<file path="config.mk">
export PLATFORM = sky130hd
export DESIGN_NAME = elm_top
export DESIGN_NICKNAME = d
export VERILOG_FILES = /design/src/verilog/elm_pkg.sv /design/src/verilog/elm_top.sv
export SDC_FILE = /design/constraint.sdc
export NUM_CORES = 1
export LEC_CHECK = 0
export BUFFER_PORTS_ARGS = -buffer_cell sky130_fd_sc_hd__buf_2
export CORE_ASPECT_RATIO = 0.8
export CORE_MARGIN = 10
export CORE_UTILIZATION = 57
export CTS_CLUSTER_DIAMETER = 120
export DETAILED_ROUTE_END_ITERATION = 8
export HOLD_SLACK_MARGIN = 0.06
export PLACE_DENSITY = 0.85
export SETUP_SLACK_MARGIN = 0.05
export SYNTH_ARGS = -nofsm -noshare
export SYNTH_HDL_FRONTEND = slang
export SYNTH_SLANG_ARGS = --single-unit
</file>
<file path="constraint.sdc">
create_clock -name clk_i -period 2.9 [get_ports clk_i]
set_clock_uncertainty 0.15 [all_clocks]
set_input_delay 0.29 -clock clk_i [delete_from_list [all_inputs] [get_ports clk_i]]
set_output_delay 0.29 -clock clk_i [all_outputs]
set_load 0.05 [all_outputs]
</file>
<file path="src/verilog/elm_pkg.sv">
// constants, register map and rule summary for the ethernet link integrity monitor
// What this block does
// with link testing on, enter link fail when no beats or data are seen
// link fail gates transmit, receive, loopback and collision until data or over 5 beats
// link status low in link fail, high with the link led once link is good
// hardware reset forces link fail
// software reset leaves the link state and link test state alone
// with link test disabled, all paths stay enabled regardless of line activity
// link beats are sent whatever link test disable holds
// idle transmit path emits periodic link beats
// low receive threshold, mode bit 9, selects the more sensitive receive threshold
// after unsquelch the squelch threshold halves until reception ends
// aui collision drives internal collision, held 1.5 bit times after last rise
// clock acquired after 1010 pattern, locking on the second zero mid-cell fall
// bits sampled at quarter bit; transitions a quarter bit off decode wrongly
// on aui, looped-back receive data gives internal carrier sense during transmit
// carrier never seen or lost during transmit sets loss of carrier after the frame
// leave link fail after 5 to 6 same-polarity beats or one message, enter link pass
// in link fail, internal transmit, receive and collision indications are inactive
// link beats about every 16 ms from the 10 MHz bit clock while idle
// link loss timeout of roughly 50 to 150 ms without beats or data
package elm_pkg;
  localparam int unsigned CLK_HZ = 20000000;
  localparam int unsigned BIT_HZ = 10000000;
  localparam int unsigned BEAT_MS = 16;
  localparam int unsigned LOSS_MS = 100;
  localparam int unsigned BEAT_BITS = BIT_HZ / 1000 * BEAT_MS;
  localparam int unsigned LOSS_BITS = BIT_HZ / 1000 * LOSS_MS;
  localparam int unsigned BEATS_TO_PASS = 5;
  // half-bit counts at the 20 MHz clock
  localparam logic [3:0] COL_HOLD_HALVES = 4'h3;
  localparam logic [3:0] ACQ_EDGES = 4'h4;
  localparam logic [3:0] QUARTER_CLKS = 4'h1;
  // wishbone register byte offsets
  localparam logic [7:0] REG_MODE = 8'h00;
  localparam logic [7:0] REG_STATUS = 8'h04;
  localparam logic [7:0] REG_INT = 8'h08;
  localparam logic [7:0] REG_MASK = 8'h0C;
  localparam logic [7:0] REG_TXSTAT = 8'h10;
  // mode register fields
  localparam int unsigned MODE_LRT_BIT = 9;
  localparam int unsigned MODE_DLT_BIT = 12;
  localparam int unsigned MODE_AUI_BIT = 0;
  localparam logic [31:0] MODE_RESET = 32'h0000_0000;
  localparam int unsigned TX_LOSS_OF_CARRIER_BIT = 11;
  // interrupt bits
  localparam int unsigned IRQ_FAIL = 0;
  localparam int unsigned IRQ_PASS = 1;
  localparam int unsigned IRQ_LOSS_OF_CARRIER = 2;
  localparam int unsigned IRQ_COL = 3;
  localparam int unsigned IRQ_W = 4;
  typedef enum logic [0:0] {
    LINK_FAIL = 1'b0,
    LINK_PASS = 1'b1
  } elm_link_t;
endpackage

</file>
<file path="src/verilog/elm_top.sv">
// link test, aui collision, clock acquisition and loss of carrier logic
`timescale 1ns/1ps
module elm_top
  import elm_pkg::*;
#(
  parameter int unsigned BEAT_PERIOD = BEAT_BITS,
  parameter int unsigned LOSS_PERIOD = LOSS_BITS
) (
  input wire logic clk_i,
  input wire logic rst_i,
  // wishbone slave
  input wire logic wb_cyc_i,
  input wire logic wb_stb_i,
  input wire logic wb_we_i,
  input wire logic [7:0] wb_adr_i,
  input wire logic [3:0] wb_sel_i,
  input wire logic [31:0] wb_dat_i,
  output logic [31:0] wb_dat_o,
  output logic wb_ack_o,
  output logic irq_o,
  // mac side
  input wire logic soft_reset_i,
  input wire logic tx_en_i,
  output logic tx_allowed_o,
  output logic rx_allowed_o,
  output logic col_allowed_o,
  output logic loopback_allowed_o,
  output logic loss_of_carrier_o,
  output logic tx_active_o,
  output logic rx_active_o,
  output logic collision_active_o,
  // line side, already qualified by the analog front end
  input wire logic link_beat_i,
  input wire logic link_beat_pol_i,
  input wire logic tp_receive_active_i,
  input wire logic rx_msg_valid_i,
  input wire logic aui_receive_pair_i,
  input wire logic aui_collision_pair_i,
  output logic link_beat_o,
  output logic link_status_o,
  output logic link_led_output_o,
  output logic low_receive_threshold_o,
  output logic half_squelch_o,
  output logic internal_collision_o,
  output logic rx_clock_locked_o,
  output logic rx_strobe_o,
  output logic rx_data_o
);
  elm_link_t link_reg;
  logic [31:0] mode_reg;
  logic [IRQ_W-1:0] int_reg;
  logic [IRQ_W-1:0] mask_reg;
  logic loss_of_carrier_reg;
  logic bit_en_reg;
  logic [31:0] beat_cnt_reg;
  logic [31:0] loss_cnt_reg;
  logic [2:0] beat_seen_reg;
  logic last_pol_reg;
  logic [3:0] col_cnt_reg;
  logic col_prev_reg;
  logic aui_prev_reg;
  logic [3:0] acq_cnt_reg;
  logic [1:0] phase_reg;
  logic sense_reg;
  logic sense_seen_reg;
  logic sense_lost_reg;
  logic tx_prev_reg;
  logic link_prev_reg;
  logic [3:0] idle_cnt_reg;
  logic link_test_disable;
  logic aui_sel;
  logic link_ok;
  logic wb_req;
  logic rd_int;
  logic [IRQ_W-1:0] ev;
  logic beat_good;
  logic frame_end;

  assign link_test_disable = mode_reg[MODE_DLT_BIT];
  assign aui_sel = mode_reg[MODE_AUI_BIT];
  assign low_receive_threshold_o = mode_reg[MODE_LRT_BIT];
  assign link_ok = link_test_disable || (link_reg == LINK_PASS);
  assign tx_allowed_o = link_ok;
  assign rx_allowed_o = link_ok;
  assign col_allowed_o = link_ok;
  assign loopback_allowed_o = link_ok;
  assign tx_active_o = link_ok && tx_en_i;
  assign rx_active_o = link_ok && tp_receive_active_i;
  assign collision_active_o = link_ok && tx_en_i && tp_receive_active_i;
  assign link_status_o = (link_reg == LINK_PASS);
  assign link_led_output_o = link_status_o;
  assign half_squelch_o = tp_receive_active_i;
  assign loss_of_carrier_o = loss_of_carrier_reg;
  assign wb_req = wb_cyc_i && wb_stb_i && !wb_ack_o;
  assign rd_int = wb_req && !wb_we_i && (wb_adr_i == REG_INT);
  assign irq_o = |(int_reg & mask_reg);
  assign beat_good = link_beat_i && (beat_seen_reg == 3'h0 || link_beat_pol_i == last_pol_reg);
  assign frame_end = tx_prev_reg && !tx_en_i;

  // bit clock enable derived from the 20 MHz reference
  always_ff @(posedge clk_i) begin
    if (rst_i) begin
      bit_en_reg <= 1'b0;
    end else begin
      bit_en_reg <= !bit_en_reg;
    end
  end

  // link beat generator, independent of link test disable
  always_ff @(posedge clk_i) begin
    if (rst_i) begin
      beat_cnt_reg <= 32'h0000_0000;
      link_beat_o <= 1'b0;
    end else begin
      link_beat_o <= 1'b0;
      if (tx_en_i) begin
        beat_cnt_reg <= 32'h0000_0000;
      end else if (bit_en_reg) begin
        if (beat_cnt_reg >= BEAT_PERIOD - 1) begin
          beat_cnt_reg <= 32'h0000_0000;
          link_beat_o <= 1'b1;
        end else begin
          beat_cnt_reg <= beat_cnt_reg + 32'h0000_0001;
        end
      end
    end
  end

  // link state machine; soft reset is deliberately not an input here
  always_ff @(posedge clk_i) begin
    if (rst_i) begin
      link_reg <= LINK_FAIL;
      loss_cnt_reg <= 32'h0000_0000;
      beat_seen_reg <= 3'h0;
      last_pol_reg <= 1'b0;
    end else begin
      case (link_reg)
        LINK_FAIL: begin
          loss_cnt_reg <= 32'h0000_0000;
          if (rx_msg_valid_i) begin
            link_reg <= LINK_PASS;
            beat_seen_reg <= 3'h0;
          end else if (link_beat_i) begin
            last_pol_reg <= link_beat_pol_i;
            if (!beat_good) begin
              beat_seen_reg <= 3'h1;
            end else if (beat_seen_reg == 3'(BEATS_TO_PASS)) begin
              link_reg <= LINK_PASS;
              beat_seen_reg <= 3'h0;
            end else begin
              beat_seen_reg <= beat_seen_reg + 3'h1;
            end
          end
        end
        LINK_PASS: begin
          if (link_beat_i || tp_receive_active_i) begin
            loss_cnt_reg <= 32'h0000_0000;
          end else if (bit_en_reg) begin
            if (loss_cnt_reg >= LOSS_PERIOD - 1) begin
              loss_cnt_reg <= 32'h0000_0000;
              if (!link_test_disable) begin
                link_reg <= LINK_FAIL;
              end
            end else begin
              loss_cnt_reg <= loss_cnt_reg + 32'h0000_0001;
            end
          end
        end
        default: link_reg <= LINK_FAIL;
      endcase
    end
  end

  // collision stretch: held three half bits after the last rising edge
  always_ff @(posedge clk_i) begin
    if (rst_i) begin
      col_prev_reg <= 1'b0;
      col_cnt_reg <= 4'h0;
      internal_collision_o <= 1'b0;
    end else begin
      col_prev_reg <= aui_collision_pair_i;
      if (!col_allowed_o) begin
        col_cnt_reg <= 4'h0;
        internal_collision_o <= 1'b0;
      end else if (aui_collision_pair_i && !col_prev_reg) begin
        col_cnt_reg <= COL_HOLD_HALVES;
        internal_collision_o <= 1'b1;
      end else if (col_cnt_reg > 4'h1) begin
        col_cnt_reg <= col_cnt_reg - 4'h1;
      end else begin
        // high for exactly three clocks after the last rise, 1.5 bit times
        col_cnt_reg <= 4'h0;
        internal_collision_o <= 1'b0;
      end
    end
  end

  // clock acquisition on 1010 and quarter-bit sampling of the aui receive pair
  always_ff @(posedge clk_i) begin
    if (rst_i) begin
      aui_prev_reg <= 1'b0;
      acq_cnt_reg <= 4'h0;
      phase_reg <= 2'h0;
      idle_cnt_reg <= 4'h0;
      rx_clock_locked_o <= 1'b0;
      rx_strobe_o <= 1'b0;
      rx_data_o <= 1'b1;
    end else begin
      aui_prev_reg <= aui_receive_pair_i;
      rx_strobe_o <= 1'b0;
      if (aui_receive_pair_i != aui_prev_reg) begin
        idle_cnt_reg <= 4'h0;
      end else if (idle_cnt_reg != 4'hF) begin
        idle_cnt_reg <= idle_cnt_reg + 4'h1;
      end
      if (idle_cnt_reg == 4'hF || !rx_allowed_o) begin
        acq_cnt_reg <= 4'h0;
        rx_clock_locked_o <= 1'b0;
        phase_reg <= 2'h0;
      end else if (!rx_clock_locked_o) begin
        if (aui_prev_reg && !aui_receive_pair_i) begin
          if (acq_cnt_reg == 4'h1) begin
            rx_clock_locked_o <= 1'b1;
            phase_reg <= 2'h0;
          end
          acq_cnt_reg <= acq_cnt_reg + 4'h1;
        end
      end else begin
        if (aui_receive_pair_i != aui_prev_reg) begin
          phase_reg <= 2'h0;
        end else begin
          phase_reg <= phase_reg + 2'h1;
        end
        if (phase_reg == 2'(QUARTER_CLKS)) begin
          rx_strobe_o <= 1'b1;
          rx_data_o <= aui_receive_pair_i;
        end
      end
    end
  end

  // looped-back carrier sense and loss of carrier flag
  always_ff @(posedge clk_i) begin
    if (rst_i) begin
      tx_prev_reg <= 1'b0;
      sense_reg <= 1'b0;
      sense_seen_reg <= 1'b0;
      sense_lost_reg <= 1'b0;
      loss_of_carrier_reg <= 1'b0;
    end else begin
      tx_prev_reg <= tx_en_i;
      sense_reg <= aui_sel && tx_en_i && (idle_cnt_reg != 4'hF);
      if (tx_en_i && !tx_prev_reg) begin
        sense_seen_reg <= 1'b0;
        sense_lost_reg <= 1'b0;
        loss_of_carrier_reg <= 1'b0;
      end else if (tx_en_i) begin
        if (sense_reg) begin
          sense_seen_reg <= 1'b1;
        end else if (sense_seen_reg) begin
          sense_lost_reg <= 1'b1;
        end
      end
      if (frame_end && aui_sel && (!sense_seen_reg || sense_lost_reg)) begin
        loss_of_carrier_reg <= 1'b1;
      end
    end
  end

  // register file: mode, status, interrupt, mask, transmit status word
  always_ff @(posedge clk_i) begin
    if (rst_i) begin
      mode_reg <= MODE_RESET;
      mask_reg <= '0;
      wb_ack_o <= 1'b0;
      wb_dat_o <= 32'h0000_0000;
    end else begin
      wb_ack_o <= wb_req;
      if (wb_req && wb_we_i) begin
        if (wb_adr_i == REG_MODE) begin
          for (int i = 0; i < 4; i++) begin
            if (wb_sel_i[i]) begin
              mode_reg[8*i +: 8] <= wb_dat_i[8*i +: 8];
            end
          end
        end else if (wb_adr_i == REG_MASK && wb_sel_i[0]) begin
          mask_reg <= wb_dat_i[IRQ_W-1:0];
        end
      end
      if (wb_req && !wb_we_i) begin
        case (wb_adr_i)
          REG_MODE: wb_dat_o <= mode_reg;
          REG_STATUS: wb_dat_o <= {29'h0, internal_collision_o, rx_clock_locked_o, link_status_o};
          REG_INT: wb_dat_o <= {28'h0, int_reg};
          REG_MASK: wb_dat_o <= {28'h0, mask_reg};
          REG_TXSTAT: wb_dat_o <= {20'h0, loss_of_carrier_reg, 11'h0};
          default: wb_dat_o <= 32'h0000_0000;
        endcase
      end
    end
  end

  // sticky events, cleared by reading; a new event wins over the read
  always_comb begin
    ev = '0;
    ev[IRQ_FAIL] = link_prev_reg && !link_status_o;
    ev[IRQ_PASS] = 1'b0;
    ev[IRQ_LOSS_OF_CARRIER] = frame_end && aui_sel && (!sense_seen_reg || sense_lost_reg);
    ev[IRQ_COL] = aui_collision_pair_i && !col_prev_reg && col_allowed_o;
  end

  always_ff @(posedge clk_i) begin
    if (rst_i) begin
      int_reg <= '0;
    end else begin
      int_reg <= ((rd_int ? '0 : int_reg) | ev);
    end
  end

  // previous link status, so a drop from link pass raises the link lost event
  always_ff @(posedge clk_i) begin
    if (rst_i) begin
      link_prev_reg <= 1'b0;
    end else begin
      link_prev_reg <= link_status_o;
    end
  end
endmodule
</file>
Yosys cells after proc, flatten, opt, wreduce, memory -nomap -nowiden
Cells that the tools add are included.
{"block": "word_totals", "regBits": 170, "latch_bits": 0, "ram_bits": 0, "rom_bits": 0, "in_bits": 57, "out_inout_bits": 51, "wordCells": 163, "mem_count": 0}
{"block": "classes", "add_sub_neg": 7, "n_mul": 0, "div_mod_pow": 0, "magnitude_cmp": 3, "eq_ne": 13, "shift": 0, "mux": 35, "bitwise": 11, "n_reduce_logical": 62}
{"operator": "one-hot mux 32 bit (5 select lines)", "n": 1}
{"operator": "2-to-1 mux 32 bit", "n": 4}
{"operator": "adder 32 x 1 -> 32 bit, second input constant", "n": 2}
{"operator": "one-hot mux 32 bit (2 select lines)", "n": 1}
{"operator": ">= comparator 32 x 18 -> 1 bit, second input constant", "n": 1}
{"operator": ">= comparator 32 x 20 -> 1 bit, second input constant", "n": 1}
{"operator": "AND reduction 3 bit", "n": 8}
{"operator": "logical AND 1 bit", "n": 20}
{"operator": "2-to-1 mux 1 bit", "n": 17}
{"operator": "equality test 8 x 4 -> 1 bit, second input constant", "n": 2}
{"operator": "2-to-1 mux 2 bit", "n": 6}
{"operator": "2-to-1 mux 3 bit", "n": 4}
{"operator": "zero test 1 bit", "n": 10}
{"operator": "OR reduction 2 bit", "n": 5}
{"operator": "inverter 1 bit", "n": 9}
{"operator": "adder 4 x 1 -> 4 bit, second input constant", "n": 2}
{"operator": "equality test 8 x 3 -> 1 bit, second input constant", "n": 1}
{"operator": "equality test 8 x 5 -> 1 bit, second input constant", "n": 1}
{"operator": "zero test 8 bit", "n": 1}
{"operator": "AND reduction 2 bit", "n": 4}
{"operator": "nonzero test 2 bit", "n": 4}
{"operator": "OR reduction 4 bit", "n": 2}
{"operator": "OR reduction 3 bit", "n": 2}
{"operator": "logical OR 1 bit", "n": 5}
{"operator": "18 further kinds", "n": 18}

Depth between registers and ports, before layout
{"block": "depth", "ltp_word": 7, "mapped_depth": 8, "mapped_depth_nobuf": 6}

Least setup slack after synthesis
No wires, ideal clock.
{"block": "synth_path", "kind": "register to output", "from": "reg link_reg, in the netlist link_led_output_o", "to": "out collision_active_o", "arrival_time_ps": 1979, "required_time_ps": 2460, "setup_slack_ps": 481, "path_stages_with_launch": 5, "path_buffers": 1, "cell_sequence": "dfxtp_1 -> clkbuf_1 -> nor2_1 -> inv_1 -> and3_1"}
{"block": "synth_between", "elab_chain_len": 3}
{"item": "start, declared", "line": "elm_top.sv:49", "text": "elm_link_t link_reg;"}
{"item": "start signal, assigned", "line": "elm_top.sv:132", "text": "link_reg <= LINK_FAIL;"}
{"item": "start signal, assigned", "line": "elm_top.sv:141", "text": "link_reg <= LINK_PASS;"}
{"item": "start signal, assigned", "line": "elm_top.sv:148", "text": "link_reg <= LINK_PASS;"}
{"item": "logical OR 1 bit", "line": "elm_top.sv:82", "text": "assign link_ok = link_test_disable || (link_reg == LINK_PASS);"}
{"item": "net col_allowed_o", "line": "elm_top.sv:26", "text": "output logic col_allowed_o,"}
{"item": "logical AND 1 bit (2 in series)", "line": "elm_top.sv:89", "text": "assign collision_active_o = link_ok && tx_en_i && tp_receive_active_i;"}
{"item": "end, declared", "line": "elm_top.sv:31", "text": "output logic collision_active_o,"}
The timed path passes the listed nets, and every way through them passes these cells.

==> results_dict.tcl <==
set metrics [dict create \
    synth_edf_count 0 \
    grt_max_degree 89 \
    via_count 6270 \
    path_cells "dlygate4sd3_1, buf_2, or4b_1, nor2_2, o2111ai_1, buf_4, or3_1, o21ai_1" \
    rsz0062_at_grt "false" \
    yosysTopAreaCell "dfxtp_1" \
    start_util_pct 58.0 \
    drc 0 \
    stdcell_count 1069 \
    yosysTopAreaCellShare_pct 47.9 \
    place_congestion 0.858 \
    setup_violations 0 \
    min_period_over_period_pct 86.0 \
    drt_iter0_markers 523 \
    io_buffers 106 \
    netlist_top_cells_area "dfxtp_1 (48%), nor2_1 (7.4%), mux2i_1 (5.7%)" \
    yosys_warnings 0 \
    synth_mux_area_share_pct 6.63 \
    cts_root_buf "clkbuf_16" \
    cap_violations 0 \
    worst-setup-path-type "in -> reg" \
    pre_cts_slack_ns 0.472 \
    synth_top_family_by_area "simple AND/OR/NAND/NOR gates" \
    numCtsBuffers 17 \
    grt_overflow 0 \
    ir_drop_uv 460 \
    post_cts_buffers 0 \
    fin_hold_ws_ns 0.0737 \
    core-area_um2 12200 \
    synth-main-ff-cell "dfxtp_1" \
    power_uw 4780 \
    synth-xor-area-share_pct 5.09 \
    power.leakage_uw 0.00370 \
    cp_max_fo 22 \
    first_global_vias 6197 \
    wl_per_cell_um 17.3 \
    fin_nets 969 \
    cp_num_buf_inv 3 \
    cts.reportedPaths.clkPinSlew_ns 0.07 \
    ios 108 \
    vias_per_cell 5.87 \
    dpl.cell_count 999 \
    critPathCaptureType "flip-flop" \
    status "finished, final reports clean" \
    seq_area_frac_synth_pct 47.9 \
    cpMaxStageDelayCell "or4b_1" \
    ant_nets 0 \
    ys_ff_latch 169 \
    layout_commonest_cell "dfxtp_1" \
    power_density_nw_per_um2 556 \
    antenna_found_initial 1 \
    hpwl_um 11100 \
    post-route-min-period_ns 2.49 \
    ctsLongestPathBuffers 2 \
    worstPathArrival_ns 2.70 \
    timing.setup.tns_ns 0 \
    crit_family "simple AND/OR/NAND/NOR gates" \
    ys_types 57 \
    die_w_um 144 \
    clk_latency_ns 0.42 \
    grt_pass1_wl_um 30600 \
    synth_nets 842 \
    grt_use_total_pct 21.5 \
    synthSimpleGateAreaFrac_pct 25.8 \
    async_flop_share_pct 0 \
    hold_viol 0 \
    synth_fa_ha_area_share_pct 1.60 \
    fp-row-count 36 \
    cts_resized 0 \
    cts_hold_buf 37 \
    startpoint_type "input pin" \
    cts_tree "yes" \
    cp_data_required_time_ns 3.11 \
    synth_cells 776 \
    die_y_um 120 \
    drive_above_1_share_pct 17.8 \
    crit_path_max_incr_delay_ns 0.60 \
    hold_class "in -> reg" \
    fin_ws_ns 0.406 \
    worstMarginPinSlew_ns 0.918 \
    syn_area_per_cell_um2 9.10 \
    synth_area_um2 7060 \
    synth_compound_area_share_pct 9.17 \
    cts_sinks 169 \
    die_area_um2 17300 \
    max-slew-margin-rel_pct 38.8 \
    slew_violations 0 \
    layout_common_cells "dfxtp_1 (169), nor2_1 (140), buf_2 (106)" \
    max_freq_mhz 401 \
    htreeDepth 4 \
    wl_um 18500 \
    area_growth_pct 21.8 \
    drt_pre_antenna_iters 5 \
]
==> routing by layer <==
metal  wire length [um]  global-route usage, %  part of all wire, %
met5                  0                      0                    0
met4                668                   10.8                  3.6
met3               1100                   4.41                  6.0
met2               8950                   35.3                   48
met1               7770                   26.3                   42
==> cell families (layout without fill, tap and decap cells) <==
group	after synthesis	in the layout
other	0	1
flip-flops	169	169
AND/OR/NAND/NOR	352	352
adder cells (fa/ha/maj)	9	9
AO/OA/AOI/OAI	97	97
buffers and inverters	64	204
multiplexers	44	44
XOR/XNOR	41	41
==> final timing paths <==
| kind | from | to | slack, ns | cells past startpoint |
|---|---|---|---|---|
| hold reg to reg | wb_dat_o[0] | wb_dat_o[0] | 0.31 | 2 |
| setup reg to reg | loss_cnt_reg[0] | loss_cnt_reg[12] | 0.60 | 7 |
| setup / recovery | rst_i | loss_cnt_reg[12] | 0.41 | 8 |
| hold / removal | rx_msg_valid_i | link_led_output_o | 0.07 | 3 |
==> metrics by stage <==
stage | utilization [%] | instance area [um^2]
final | 70.7 | 8600
after global routing | 70.7 | 8600
after CTS | 70.7 | 8590
after detailed placement | 63.0 | 7660
after global placement | 63.0 | 7660
after floorplan | - | 7060
==> report_power, final <==
| group | total, uW | internal (uW) | switching (uW) |
|---|---|---|---|
| combinational | 270 | 108 | 162 |
| sequential | 2350 | 2330 | 12.4 |
| clock | 2160 | 1140 | 1030 |
| total | 4780 | 3580 | 1200 |
==> synth_stat cells (all sizes together), types with 4 or more instances <==
library cell and count:
and3 25, nor2b 8, inv 18, xor2 16
a211o 4, a22oi 27, xnor2 25, nor2 141
nor3b 6, mux2i 40, and2 5, nand2 43
ha 9, nand3 26, a21oi 18, buf 13
or3 6, clkbuf 33, nor4 20, and4 7
nand4 26, a31oi 6, nor3 25, dfxtp 169
o21ai 21, a21o 5
==> worst reg2reg max path: cells and delay by family (launching register included) <==
family	cells	cell delay, ns
compound gates	3	0.67
simple gates	2	0.63
flops	1	0.34
buf+inv	1	0.23
fa+ha+maj	1	0.22
==> cell type report <==
type	count	area [um^2]
well taps	152	190
flip-flops and latches	169	3380
multi-input cells	543	3410
repair buffers	154	983
inverters	18	67.6
fillers	818	3570
clock inverters	14	131
diodes	1	2.50
clock buffers	18	429
Note: power is estimated with default switching activity, not from simulation.
